===== src/rtl/dps_defines.svh =====
// Purpose: constants of the dual pot serial slave port
// Assumes: 50 MHz system clock
// Notes:   times kept in their own unit, cycle counts derived
`ifndef DPS_DEFINES_SVH
`define DPS_DEFINES_SVH
`define DPS_CLK_MHZ        50
`define DPS_PROG_TIME_US   5000
`define DPS_PROG_CYCLES    (`DPS_PROG_TIME_US * `DPS_CLK_MHZ)
`define DPS_PUP_TIME_US    1000
`define DPS_PUP_CYCLES     (`DPS_PUP_TIME_US * `DPS_CLK_MHZ)
`define DPS_TYPE_CODE      4'ha
`define DPS_OPC_MSB        7
`define DPS_OPC_LSB        4
`define DPS_REG_MSB        3
`define DPS_REG_LSB        2
`define DPS_POT_MSB        1
`define DPS_POT_LSB        0
`define DPS_OPC_WR_STORED  4'hc
`define DPS_OPC_XFR_STORED 4'he
`define DPS_OPC_GANG_STORE 4'h8
`endif


===== src/rtl/dps_pkg.sv =====
// Purpose: types of the dual pot serial slave port
// Assumes: nothing
// Notes:   one-hot protocol states
package dps_pkg;
    typedef enum logic [6:0] {
        DPS_IDLE  = 7'h01,
        DPS_ADDR  = 7'h02,
        DPS_INSTR = 7'h04,
        DPS_WDATA = 7'h08,
        DPS_RDATA = 7'h10,
        DPS_ACK   = 7'h20,
        DPS_WAIT  = 7'h40
    } dps_state_t;
endpackage


===== src/rtl/dps_line_if.sv =====
// Purpose: synchronised bus line events between modules
// Assumes: one clock domain
// Notes:   events are one-cycle pulses
`timescale 1ns/1ns
interface dps_line_if;
    logic sclRise;
    logic sclFall;
    logic startSeen;
    logic stopSeen;
    logic sdaLevel;
    modport source (output sclRise, sclFall, startSeen, stopSeen, sdaLevel);
    modport sink   (input  sclRise, sclFall, startSeen, stopSeen, sdaLevel);
endinterface


===== src/rtl/dps_line_sync.sv =====
// Purpose: synchronise SCL and SDA and find their events
// Assumes: lines change slower than a few system clocks
// Notes:   first sync stage is read only by the second
`timescale 1ns/1ns
module dps_line_sync (
    // clock and reset
    input  wire logic      clk,
    input  wire logic      rst_b,
    // bus pins
    input  wire logic      sclIn,
    input  wire logic      sdaIn,
    // events
    dps_line_if.source     line
);
    logic [2:0] sclSh;
    logic [2:0] sdaSh;
    logic [2:0] next_sclSh;
    logic [2:0] next_sdaSh;

    always_comb begin
        next_sclSh = {sclSh[1:0], sclIn};
        next_sdaSh = {sdaSh[1:0], sdaIn};
    end

    always_ff @(posedge clk or negedge rst_b) begin
        if (!rst_b) begin
            sclSh <= 3'h7;
            sdaSh <= 3'h7;
        end else begin
            sclSh <= next_sclSh;
            sdaSh <= next_sdaSh;
        end
    end

    // stages 1 and 2 are stable copies; stage 0 feeds stage 1 only
    assign line.sclRise   = sclSh[1] & ~sclSh[2];
    assign line.sclFall   = ~sclSh[1] & sclSh[2];
    // sda edge while scl high is never a data bit
    assign line.startSeen = sclSh[1] & sclSh[2] & ~sdaSh[1] & sdaSh[2];
    assign line.stopSeen  = sclSh[1] & sclSh[2] & sdaSh[1] & ~sdaSh[2];
    assign line.sdaLevel  = sdaSh[1];
endmodule


===== src/rtl/dps_prog_timer.sv =====
// Purpose: programming-cycle and power-up busy timer
// Assumes: start is a one-cycle pulse
// Notes:   counts are parameters so a bench can shorten them
`timescale 1ns/1ns
module dps_prog_timer #(
    parameter int PROG_CYCLES = 250000,
    parameter int PUP_CYCLES  = 50000
) (
    // clock and reset
    input  wire logic clk,
    input  wire logic rst_b,
    // control
    input  wire logic start,
    // status
    output logic      busy,
    output logic      ready
);
    initial begin
        if (PROG_CYCLES < 8 || PUP_CYCLES < 2)
            $error("timer counts too small for the pipeline");
    end

    logic [31:0] cnt;
    logic [31:0] next_cnt;
    logic        next_busy;
    logic        next_ready;

    always_comb begin
        next_cnt   = cnt;
        next_busy  = busy;
        next_ready = ready;
        if (!ready) begin
            // status flop after ready costs one cycle of the budget
            if (cnt >= 32'(PUP_CYCLES - 2)) begin
                next_ready = 1'b1;
                next_cnt   = 32'h0;
            end else begin
                next_cnt = cnt + 32'h1;
            end
        end else if (start) begin
            next_busy = 1'b1;
            next_cnt  = 32'h0;
        end else if (busy) begin
            // pin sync, start and status flops eat six cycles, so the
            // cycle still ends within PROG_CYCLES of the stop on the pins
            if (cnt >= 32'(PROG_CYCLES - 6)) begin
                next_busy = 1'b0;
                next_cnt  = 32'h0;
            end else begin
                next_cnt = cnt + 32'h1;
            end
        end
    end

    always_ff @(posedge clk or negedge rst_b) begin
        if (!rst_b) begin
            cnt   <= 32'h0;
            busy  <= 1'b0;
            ready <= 1'b0;
        end else begin
            cnt   <= next_cnt;
            busy  <= next_busy;
            ready <= next_ready;
        end
    end

    a_prog_bounded: assert property (@(posedge clk) disable iff (!rst_b)
        busy |-> cnt < 32'(PROG_CYCLES))
        else $error("programming cycle overran its bound");
endmodule


===== src/rtl/dps_serial_port.sv =====
// Purpose: two-wire slave port of a dual digital potentiometer
// Assumes: master drives scl; pins asynchronous to clk
// Notes:   opcode execution lives outside; this port moves bytes and starts programming after a stored-setting write
// Operation
// start is sda falling while scl high; precedes every command
// ignore all bus activity until a start is seen
// stop is sda rising while scl high
// master ends every operation with a stop
// sda moves only while scl low; high-phase edges are start/stop
// master starts a transfer only when the bus is idle
// master makes scl; this port never drives the clock
// address upper nibble must equal the fixed type code
// address lower nibble must match the four device select pins
// acknowledge a matching address, stay silent on mismatch
// acknowledge is sda held low during the ninth clock
// in write mode acknowledge instruction and data bytes
// read mode sends eight bits then samples master acknowledge
// on master no-acknowledge stop sending, release sda, await stop
// write is start, address, instruction, data, acks, then stop
// instruction is opcode, register select, pot select
// stop after a stored-setting write starts programming
// while programming, sda released and address not acknowledged
// programming ends within 5 ms of the stop
// port ready within 1 ms after power-up
// polling address gets ack only once programming finished
// write-protect low refuses ack of stored-setting data byte
// drive sda only low; mismatch idles until next start
`timescale 1ns/1ns
`include "dps_defines.svh"
module dps_serial_port #(
    parameter int PROG_CYCLES = `DPS_PROG_CYCLES,
    parameter int PUP_CYCLES  = `DPS_PUP_CYCLES
) (
    // clock and reset
    input  wire logic       clk,
    input  wire logic       rst_b,
    // bus pins
    input  wire logic       sclIn,
    input  wire logic       sdaIn,
    output logic            sdaOut,
    output logic            sdaOe,
    // straps and protect
    input  wire logic [3:0] deviceSelect,
    input  wire logic       writeProtect_b,
    // user side
    input  wire logic [7:0] readData,
    output logic [7:0]      instrByte,
    output logic [7:0]      dataByte,
    output logic            instrValid,
    output logic            dataValid,
    output logic            readReq,
    output logic            progBusy
);
    import dps_pkg::*;

    dps_line_if line ();

    logic [3:0] selS1;
    logic [3:0] selS2;
    logic       wpS1;
    logic       wpS2;
    logic       progStart;
    logic       timerBusy;
    logic       timerReady;

    dps_line_sync u_sync (
        .clk   (clk),
        .rst_b (rst_b),
        .sclIn (sclIn),
        .sdaIn (sdaIn),
        .line  (line.source)
    );

    dps_prog_timer #(
        .PROG_CYCLES (PROG_CYCLES),
        .PUP_CYCLES  (PUP_CYCLES)
    ) u_timer (
        .clk   (clk),
        .rst_b (rst_b),
        .start (progStart),
        .busy  (timerBusy),
        .ready (timerReady)
    );

    // straps and protect are pins, so they are synchronised too
    always_ff @(posedge clk or negedge rst_b) begin
        if (!rst_b) begin
            selS1 <= 4'h0;
            selS2 <= 4'h0;
            wpS1  <= 1'b1;
            wpS2  <= 1'b1;
        end else begin
            selS1 <= deviceSelect;
            selS2 <= selS1;
            wpS1  <= writeProtect_b;
            wpS2  <= wpS1;
        end
    end

    dps_state_t state;
    dps_state_t next_state;
    dps_state_t afterAck;
    dps_state_t next_afterAck;
    logic [7:0] shreg;
    logic [7:0] next_shreg;
    logic [3:0] bitCnt;
    logic [3:0] next_bitCnt;
    logic       isRead;
    logic       next_isRead;
    logic       ackDrive;
    logic       next_ackDrive;
    logic       storedPend;
    logic       next_storedPend;
    logic       next_sdaOut;
    logic       next_sdaOe;
    logic [7:0] next_instrByte;
    logic [7:0] next_dataByte;
    logic       next_instrValid;
    logic       next_dataValid;
    logic       next_readReq;
    logic       next_progStart;
    logic       storedOp;

    // instruction fields: opcode, register select, pot select
    assign storedOp = (instrByte[`DPS_OPC_MSB:`DPS_OPC_LSB]
                       == `DPS_OPC_WR_STORED);

    always_comb begin
        next_state      = state;
        next_afterAck   = afterAck;
        next_shreg      = shreg;
        next_bitCnt     = bitCnt;
        next_isRead     = isRead;
        next_ackDrive   = ackDrive;
        next_storedPend = storedPend;
        next_sdaOut     = 1'b0; // only ever pulled low R23
        next_sdaOe      = sdaOe;
        next_instrByte  = instrByte;
        next_dataByte   = dataByte;
        next_instrValid = 1'b0;
        next_dataValid  = 1'b0;
        next_readReq    = 1'b0;
        next_progStart  = 1'b0;
        if (timerBusy || !timerReady) begin
            // deaf while programming or powering up
            next_state      = DPS_IDLE;
            next_sdaOe      = 1'b0;
            next_storedPend = 1'b0;
        end else if (line.stopSeen) begin
            next_state      = DPS_IDLE;
            next_sdaOe      = 1'b0;
            next_storedPend = 1'b0;
            next_progStart  = storedPend;
        end else if (line.startSeen) begin
            next_state      = DPS_ADDR;
            next_bitCnt     = 4'h0;
            next_sdaOe      = 1'b0;
            next_storedPend = 1'b0;
        end else begin
            case (state)
            DPS_IDLE, DPS_WAIT: begin
                next_sdaOe = 1'b0;
            end
            DPS_ADDR, DPS_INSTR, DPS_WDATA: begin
                if (line.sclRise) begin
                    next_shreg  = {shreg[6:0], line.sdaLevel};
                    next_bitCnt = bitCnt + 4'h1;
                end else if (line.sclFall && bitCnt == 4'h8) begin
                    next_bitCnt = 4'h0;
                    next_state  = DPS_ACK;
                    next_ackDrive = 1'b1;
                    if (state == DPS_ADDR) begin
                        next_isRead = shreg[0];
                        if (shreg[7:4] != `DPS_TYPE_CODE
                            || shreg[3:0] != selS2) begin
                            next_state = DPS_WAIT;
                            next_ackDrive = 1'b0;
                        end else begin
                            next_afterAck = DPS_INSTR;
                        end
                    end else if (state == DPS_INSTR) begin
                        next_instrByte  = shreg;
                        next_instrValid = 1'b1;
                        next_afterAck   = isRead ? DPS_RDATA : DPS_WDATA;
                        next_readReq    = isRead;
                    end else begin
                        next_dataByte = shreg;
                        next_afterAck = DPS_WAIT;
                        if (storedOp && !wpS2) begin
                            next_ackDrive = 1'b0;
                        end else begin
                            next_dataValid  = 1'b1;
                            next_storedPend = storedOp;
                        end
                    end
                    next_sdaOe = next_ackDrive;
                end
            end
            DPS_ACK: begin
                // held low through the ninth clock
                if (line.sclFall) begin
                    next_sdaOe = 1'b0;
                    next_state = ackDrive ? afterAck : DPS_WAIT;
                    if (ackDrive && afterAck == DPS_RDATA) begin
                        next_shreg = readData;
                        next_sdaOe = ~readData[7];
                    end
                end
            end
            DPS_RDATA: begin
                if (line.sclFall) begin
                    next_bitCnt = bitCnt + 4'h1;
                    if (bitCnt == 4'h7) begin
                        next_sdaOe = 1'b0; // release for master ack R13
                    end else if (bitCnt == 4'h8) begin
                        next_bitCnt = 4'h0;
                        next_shreg  = readData;
                        next_sdaOe  = ~readData[7];
                    end else begin
                        next_shreg = {shreg[6:0], 1'b0};
                        next_sdaOe = ~shreg[6];
                    end
                end else if (line.sclRise && bitCnt == 4'h8) begin
                    if (line.sdaLevel) begin
                        next_state = DPS_WAIT;
                        next_sdaOe = 1'b0;
                    end else begin
                        next_readReq = 1'b1;
                    end
                end
            end
            default: begin
                next_state = DPS_IDLE;
                next_sdaOe = 1'b0;
            end
            endcase
        end
    end

    always_ff @(posedge clk or negedge rst_b) begin
        if (!rst_b) begin
            state      <= DPS_IDLE;
            afterAck   <= DPS_IDLE;
            shreg      <= 8'h00;
            bitCnt     <= 4'h0;
            isRead     <= 1'b0;
            ackDrive   <= 1'b0;
            storedPend <= 1'b0;
            sdaOut     <= 1'b0;
            sdaOe      <= 1'b0;
            instrByte  <= 8'h00;
            dataByte   <= 8'h00;
            instrValid <= 1'b0;
            dataValid  <= 1'b0;
            readReq    <= 1'b0;
            progStart  <= 1'b0;
            progBusy   <= 1'b1;
        end else begin
            state      <= next_state;
            afterAck   <= next_afterAck;
            shreg      <= next_shreg;
            bitCnt     <= next_bitCnt;
            isRead     <= next_isRead;
            ackDrive   <= next_ackDrive;
            storedPend <= next_storedPend;
            sdaOut     <= next_sdaOut;
            sdaOe      <= next_sdaOe;
            instrByte  <= next_instrByte;
            dataByte   <= next_dataByte;
            instrValid <= next_instrValid;
            dataValid  <= next_dataValid;
            readReq    <= next_readReq;
            progStart  <= next_progStart;
            progBusy   <= timerBusy | ~timerReady;
        end
    end

    a_sda_low_only: assert property (@(posedge clk) disable iff (!rst_b)
        sdaOe |-> !sdaOut)
        else $error("sda driven high");
    a_busy_silent: assert property (@(posedge clk) disable iff (!rst_b)
        timerBusy |=> !sdaOe)
        else $error("sda driven while programming");
    a_idle_silent: assert property (@(posedge clk) disable iff (!rst_b)
        (state == DPS_IDLE && !line.startSeen) |=> !sdaOe)
        else $error("sda driven before start");
    a_start_addr: assert property (@(posedge clk) disable iff (!rst_b)
        (line.startSeen && !line.stopSeen && timerReady && !timerBusy)
        |=> state == DPS_ADDR)
        else $error("start not taken");
    a_stop_idle: assert property (@(posedge clk) disable iff (!rst_b)
        line.stopSeen |=> state == DPS_IDLE && !sdaOe)
        else $error("stop not taken");
    a_prog_start: assert property (@(posedge clk) disable iff (!rst_b)
        (line.stopSeen && storedPend && timerReady && !timerBusy)
        |=> progStart ##1 timerBusy)
        else $error("programming not started");
    a_nack_mismatch: assert property (@(posedge clk) disable iff (!rst_b)
        (state == DPS_ADDR && line.sclFall && bitCnt == 4'h8
         && shreg[7:4] != `DPS_TYPE_CODE && !line.startSeen
         && !line.stopSeen && !timerBusy && timerReady)
        |=> state == DPS_WAIT && !sdaOe)
        else $error("foreign address acknowledged");
    a_wp_refuse: assert property (@(posedge clk) disable iff (!rst_b)
        (state == DPS_WDATA && line.sclFall && bitCnt == 4'h8 && storedOp
         && !wpS2 && !line.startSeen && !line.stopSeen
         && !timerBusy && timerReady)
        |=> !sdaOe && !storedPend)
        else $error("protected data byte acknowledged");
    a_master_nack: assert property (@(posedge clk) disable iff (!rst_b)
        (state == DPS_RDATA && line.sclRise && bitCnt == 4'h8
         && line.sdaLevel && !line.startSeen && !line.stopSeen
         && !timerBusy && timerReady)
        |=> state == DPS_WAIT ##1 !sdaOe)
        else $error("kept sending after master nack");
endmodule


===== config.mk =====
export PLATFORM = sky130hd
export DESIGN_NAME = dps_serial_port
export DESIGN_NICKNAME = d
export VERILOG_FILES = /design/src/rtl/dps_pkg.sv /design/src/rtl/dps_line_if.sv /design/src/rtl/dps_line_sync.sv /design/src/rtl/dps_prog_timer.sv /design/src/rtl/dps_serial_port.sv
export VERILOG_INCLUDE_DIRS = /design/src /design/src/rtl
export SDC_FILE = /design/constraint.sdc
export NUM_CORES = 1
export LEC_CHECK = 0
export BUFFER_PORTS_ARGS = -buffer_cell sky130_fd_sc_hd__buf_2
export CORE_MARGIN = 2
export CORE_UTILIZATION = 38
export DETAILED_ROUTE_END_ITERATION = 12
export HOLD_SLACK_MARGIN = 0.1
export SETUP_SLACK_MARGIN = 0.05
export SYNTH_ARGS = -nofsm -noshare
export SYNTH_HDL_FRONTEND = slang
export SYNTH_SLANG_ARGS = --single-unit

===== constraint.sdc =====
create_clock -name clk -period 2.7 [get_ports clk]
set_input_delay 0.135 -clock clk [delete_from_list [all_inputs] [get_ports clk]]
set_output_delay 0.135 -clock clk [all_outputs]
set_load 0.02 [all_outputs]

Yosys cells after proc, flatten, opt, wreduce, memory -nomap -nowiden
Cells that the tools add are included.

operators by class
  multiplexer cells = 96
  magnitude comparators = 2
  add/sub/neg operators = 2
  multipliers = 0
  shifts and indexed selects = 0
  reductions and logical operators = 24
  equality and inequality tests = 35
  div/mod/pow operators = 0
  bitwise operators = 21

operators by type and width
  operator                                                                               number
  32-bit two-way mux                                                                     5
  7-bit two-way mux                                                                      15
  1-bit two-way mux                                                                      58
  8-bit two-way mux                                                                      6
  32-bit by 1-bit adder with 32-bit output, second input constant                        1
  32-bit by 16-bit greater-or-equal comparator with 1-bit output, second input constant  1
  32-bit by 18-bit greater-or-equal comparator with 1-bit output, second input constant  1
  7-bit one-hot mux with 4 select lines                                                  1
  5-bit != test, second input constant                                                   5
  4-bit two-way mux                                                                      6
  4-bit != test, second input constant                                                   6
  8-bit one-hot mux with 3 select lines                                                  1
  7-bit AND reduction                                                                    3
  8-bit AND reduction                                                                    2
  7-bit by 5-bit == test with 1-bit output, second input constant                        2
  1-bit NOT                                                                              13
  2-bit != test, second input constant                                                   6
  6-bit AND reduction                                                                    2
  5-bit AND reduction                                                                    2
  9-bit AND reduction                                                                    1
  4-bit == test, second input constant                                                   2
  4-bit one-hot mux with 2 select lines                                                  1
  4-bit nonzero test                                                                     2
  1-bit AND                                                                              7
  25 further kinds                                                                       31

word-level totals
  memories = 0
  word-level logic and storage cells = 204
  bits in latches = 0
  memory bits (writable) = 0
  bits of input ports = 17
  output and inout bits = 22
  bits in read-only memories = 0
  flip-flop bits (word level) = 101

Logic depth before layout (Yosys ltp)
  depth in word-level cells = 11
  gate-level depth with buffers = 9
  gate-level depth less buffers = 8

By module
A second synthesis with hierarchy kept.

second synthesis, totals
  cell total of the unflattened synthesis = 500
  area total of the unflattened synthesis = 5290.1 um^2

by module, submodules not included
  module           area an instance (um^2)  sequential area each (um^2)  instances  cells each
  dps_serial_port  2934.1                   1482.7                       1          253
  dps_prog_timer   2165.8                   850.8                        1          237
  dps_line_sync    190.2                    157.7                        1          10

Worst setup path after synthesis
Ideal clock, no wire load.

  path type = register to register
  start = register state[1]
  end = register bitCnt[3]
  stages on the path, launching flop included = 9
  clock period less this slack = 2.259 ns
  library setup time = 0.095 ns
  path slack = 0.441 ns
  buffers on the path = 2
  data required time = 2.605 ns
  arrival time = 2.163 ns
  path through = dfrtp_1 -> buf_6 -> or4_4 -> buf_6 -> or3_4 -> o21ai_2 -> o21ai_2 -> or2_1 -> o31ai_1

between the ends
  longest elaborated chain between the ends = 4
  elaborated cells between the ends (all ways) = 11
  classes of those cells = 6 x eq/ne; 2 x mux; 3 x reduce/logical

RTL lines
  what                                                                line                    text
  start: declaration                                                  dps_serial_port.sv:100  dps_state_t state;
  start signal: assignment                                            dps_serial_port.sv:259  state <= next_state;
  7-bit by 2-bit == test with 1-bit output (tied with other cells)    dps_serial_port.sv:160  case (state)
  3-bit OR reduction                                                  dps_serial_port.sv:160
  4-bit != test (no line) (tied with other cells)                     n/a
  5-bit AND reduction (no line) or 4-bit two-way mux (tied branches)  n/a
  end signal: assignment                                              dps_serial_port.sv:262  bitCnt <= next_bitCnt;
  end: declaration                                                    dps_serial_port.sv:106  logic [3:0] bitCnt;

Several ways; a longest one is shown, not always the timed one.
A chain may end at the register's enable or synchronous reset.

Worst setup path in the final report
  start = register state[1]
  end = register shreg[2]

between the ends
  longest elaborated chain between the ends = 4
  elaborated cells between the ends (all ways) = 14
  classes of those cells = 10 x eq/ne; 1 x mux; 3 x reduce/logical

RTL lines
  what                                                              line                    text
  7-bit by 2-bit == test with 1-bit output (tied with other cells)  dps_serial_port.sv:160
  3-bit OR reduction                                                dps_serial_port.sv:160
  2-bit != test (no line) or 3-bit nonzero test (tied branches)     n/a
  9-bit AND reduction (no line)                                     n/a
  end signal: assignment                                            dps_serial_port.sv:261  shreg <= next_shreg;
  end: declaration                                                  dps_serial_port.sv:104  logic [7:0] shreg;

Several ways; a longest one is shown, not always the timed one.

==> out/summary.md <==
Each instance of the synthesized netlist takes up on average 10.33 um2. Cell with the largest stage delay on the worst path: sky130_fd_sc_hd__or4_4. The pre-antenna-repair detailed-routing pass consisted of 5 iterations. Synthesized instance count: 460. The signed area change from the synthesized netlist to the final layout was 17.94%. The run gives 3520 as the number of global-route vias before repair. The synthesis-stage register bit count is 99.

Yosys mapped a number of flops with a built-in enable equal to 0. The antenna violation net count after detailed routing was 0. Dividing the detail-routed via count by the number of cells gives 5.208. The initial cell density of the core is 0.3921, and the longest individual stage delay on the worst path is 620 ps.

The tools report the headroom to the max-slew limit as 0.3649. Counting I/O delays and the setup requirement, the final critical path takes 2396 ps. For the weighted congestion reported at the end of routability-driven placement, the log shows 0.8569. The number of distinct library cell variants in the gate-level netlist after synthesis is 61, and the required time at the worst-slack endpoint is 2930 ps. The first global-routing pass estimated 17.84 mm of wire. The die covers 13410 um2. Counting along the longest clock path gives a buffer depth of 2. The final layout contains routed wiring with a total length of 10.27 mm. The detailed router placed 3609 vias in this run.

The number of sinks handled by clock tree synthesis was 99. Measured along the y axis, the die boundary spans 115.8 um. The sequential cell area fraction in the yosys report was 0.5245; the transition time of the tightest slew-check pin was 952.7 ps. In this run the standard cell core region covers 12110 um2. The run finished with clean final reports.

During synthesis, Yosys emitted a total of 0 warnings. Number of antenna violations at the first check in global routing: 0. When the netlist entered floorplanning its net count stood at 481.

The pre-CTS setup slack came out at 328.4 ps. The number of setup buffers added after CTS is 0. The number of maximum-capacitance constraint violations is 0. The overall global routing resource usage is 0.1704. After detailed routing, the average wire length per cell comes to 14.81 um. The type of the worst setup path is register to register.

STA classifies the critical path startpoint as a register. Buffers inserted during clock tree synthesis total 9. For the final routed database, the setup TNS stands at 0 ps. At the later pin of the worst-skew pair, clock insertion delay measures 350 ps. By area the synthesized netlist is led by sky130_fd_sc_hd__dfrtp_1 46%, sky130_fd_sc_hd__dfstp_2 6.1%, sky130_fd_sc_hd__mux2_2 4.5%, sky130_fd_sc_hd__nor2_1 4.3%, sky130_fd_sc_hd__nand2_1 3.8%. The H-tree generated during clock tree synthesis spans 3 levels. The die width was 115.8 um. The path class of the tightest hold or removal check is input port to register. Across the VDD grid, the largest voltage drop is 0.3924 mV. Setup repair after global routing left no endpoint under its margin. At the end of the flow, the number of nets in the layout was 541.

The kind of end point of the critical path was a register. Entering global routing, the biggest net connects 52 pins. The ratio of final minimum period to clock period works out to 0.8876.

Dividing total power by cell area gives a power density of 509.9 nW/um2. The half-perimeter wire length of the detailed placement result is 7.169 mm, and the number of antenna diodes is 0. The number of cells on the worst hold path works out to 3.

In this run the cell area of the synthesized design comes to 4750 um2. The clock transition at the registers of the reported paths works out to 80 ps. Hold timing on the final database bottoms out at a slack of 146.9 ps. For this run, the top clock speed supported by timing is 417.3 MHz. The worst setup slack after layout was 303.5 ps. Along the worst path, the maximum fanout reaches 8. The worst path arrival time was 2630 ps; the I/O pin count was 39. The layout cell share with drive strength beyond 1 is 0.2076, and the final-report hold violation count is 0. In this run the tool buffered the top-level ports with 37 buffer cells. The length in cells of the worst reg-to-reg path is 5. After detailed routing, the number of remaining DRC violations is 0. TritonCTS built the clock tree. After floorplanning, the core was divided into 40 placement rows. The leading register cell type out of synthesis is sky130_fd_sc_hd__dfrtp_1. Setup violation total in the final timing report: 0.

The proportion of register bits with asynchronous set or reset after synthesis is 1.000, and the leakage power total is 2.638 nW. The final max-slew violation count was 0; the share of the synthesized area in the top cell type was 0.4636. The signal on the critical path passes through or4_4 -> nor3_1 -> a21oi_1 -> mux2i_1 -> o21ai_0. The tools report the clock skew as 9.641 ps. CTS placed an instance of sky130_fd_sc_hd__clkbuf_16 at the clock tree root.

Cell type with the highest aggregate area in the netlist: sky130_fd_sc_hd__dfrtp_1. The overall overflow remaining after global route came out at 0. The detailed router finished its first iteration with 221 violations.
## worst paths after layout
| kind | slack (ps) | end | from |
|---|---|---|---|
| min in group asynchronous | 360 | instrByte[7] | rst_b |
| worst min-delay path | 150 | shreg[7] | readData[7] |
| worst max register to register | 300 | shreg[2] | state[1] |
| max in group asynchronous | 1610 | wpS1 | rst_b |
| worst min register to register | 350 | selS2[3] | selS1[3] |
| worst max-delay path | 300 | shreg[2] | state[1] |
## state kept, by name, summed over array words and instances (netlist names), 4 cells and up
| register | cells |
|---|---|
| selS2 | 4 |
| u_timer.cnt | 32 |
| bitCnt | 4 |
| instrByte | 8 |
| dataByte | 8 |
| shreg | 8 |
| afterAck | 5 |
| state | 7 |
| selS1 | 4 |
## critical path, delay by kind of cell (launching register included)
family | cells | cell delay [ps]
muxes | 1 | 260
DFF | 1 | 470
AOI/OAI and AO/OA | 2 | 490
and+or+nand+nor | 2 | 1060
## cells in the mapped netlist, types with 3 or more instances
cell / count
sky130_fd_sc_hd__nor4_1: 9
sky130_fd_sc_hd__and3_1: 6
sky130_fd_sc_hd__ha_1: 4
sky130_fd_sc_hd__a211oi_1: 3
sky130_fd_sc_hd__nor2b_1: 4
sky130_fd_sc_hd__nand2_1: 48
sky130_fd_sc_hd__nand4_1: 10
sky130_fd_sc_hd__nand3_1: 14
sky130_fd_sc_hd__xnor2_1: 16
sky130_fd_sc_hd__o21ai_0: 26
sky130_fd_sc_hd__inv_1: 14
sky130_fd_sc_hd__nand2b_1: 8
sky130_fd_sc_hd__and2_1: 3
sky130_fd_sc_hd__dfstp_2: 11
sky130_fd_sc_hd__or4_1: 3
sky130_fd_sc_hd__a21oi_1: 7
sky130_fd_sc_hd__mux2_2: 19
sky130_fd_sc_hd__o31ai_1: 6
sky130_fd_sc_hd__clkbuf_1: 6
sky130_fd_sc_hd__nor2_1: 54
sky130_fd_sc_hd__nor3b_1: 3
sky130_fd_sc_hd__mux2i_1: 10
sky130_fd_sc_hd__a31o_2: 3
sky130_fd_sc_hd__xor2_1: 17
sky130_fd_sc_hd__a31oi_1: 8
sky130_fd_sc_hd__dfrtp_1: 88
sky130_fd_sc_hd__nor3_2: 3
sky130_fd_sc_hd__nor3_1: 12
sky130_fd_sc_hd__and4_1: 4
## metal layers
layer	GRT usage	share of wire	vias to the layer above
met5	0	0	-
met4	0.08175	0.025	0
met3	0.02981	0.041	21
met2	0.2499	0.46	86
met1	0.2456	0.48	1752
li1	-	-	1750
## per-stage QoR
stage	area (um2)	power (mW)	std cells	utilization
finish	5602	2.856	693	0.4625
global route	5602	2.969	693	0.4625
CTS	5602	2.898	693	0.4625
detailed placement	5165	1.602	663	0.4264
global placement	5165	1.601	663	0.4264
floorplan	4750	1.550	460	-
## final cells by class
cell class	instances	area, um2
Multi-Input combinational cell	334	2128
Tap cell	168	210.2
Clock buffer	9	225.2
Timing Repair Buffer	62	422.9
Clock inverter	7	71.32
Inverter	14	52.55
Fill cell	1165	6510
Sequential cell	99	2491
## placed cells by master (no fill, tap or decap), drive strengths merged, types with 3 or more instances in the layout
cell type and instances:
o21ai 28, dfrtp 88, a31o 3, o31ai 6
clkbuf 9, nand2b 8, nand4 10, inv 17
xnor2 16, or4 4, nor2 54, a31oi 8
and4 4, nor3 15, and2 3, dfstp 11
mux2i 10, mux2 19, nor3b 3, ha 4
xor2 17, buf 48, nand2 48, a21oi 7
and3 6, nand3 14, nor4 9, dlygate4sd3 14
a211oi 3, nor2b 4
## cell families after synthesis
kind of cell             count (synthesis)  synth area share
AO/OA/AOI/OAI                           73            0.1025
adder cells (fa/ha/maj)                  4           0.01054
multiplexers                            29           0.06612
flip-flops                              99            0.5245
buffers and inverters                   27           0.02740
other                                    1         0.0007895
AND/OR/NAND/NOR                        194            0.2073
XOR/XNOR                                33           0.06085
## repair_timing
action,CTS,global route
hold buffers,14,0
gates resized for setup,0,0
hold endpoints to repair,58,0
## report_power, final
group | switching, mW | internal [mW]
clock | 0.618 | 0.651
combinational | 0.0463 | 0.0320
sequential | 0.00972 | 1.50
total | 0.674 | 2.18
Power figures use the tool's default switching activity.
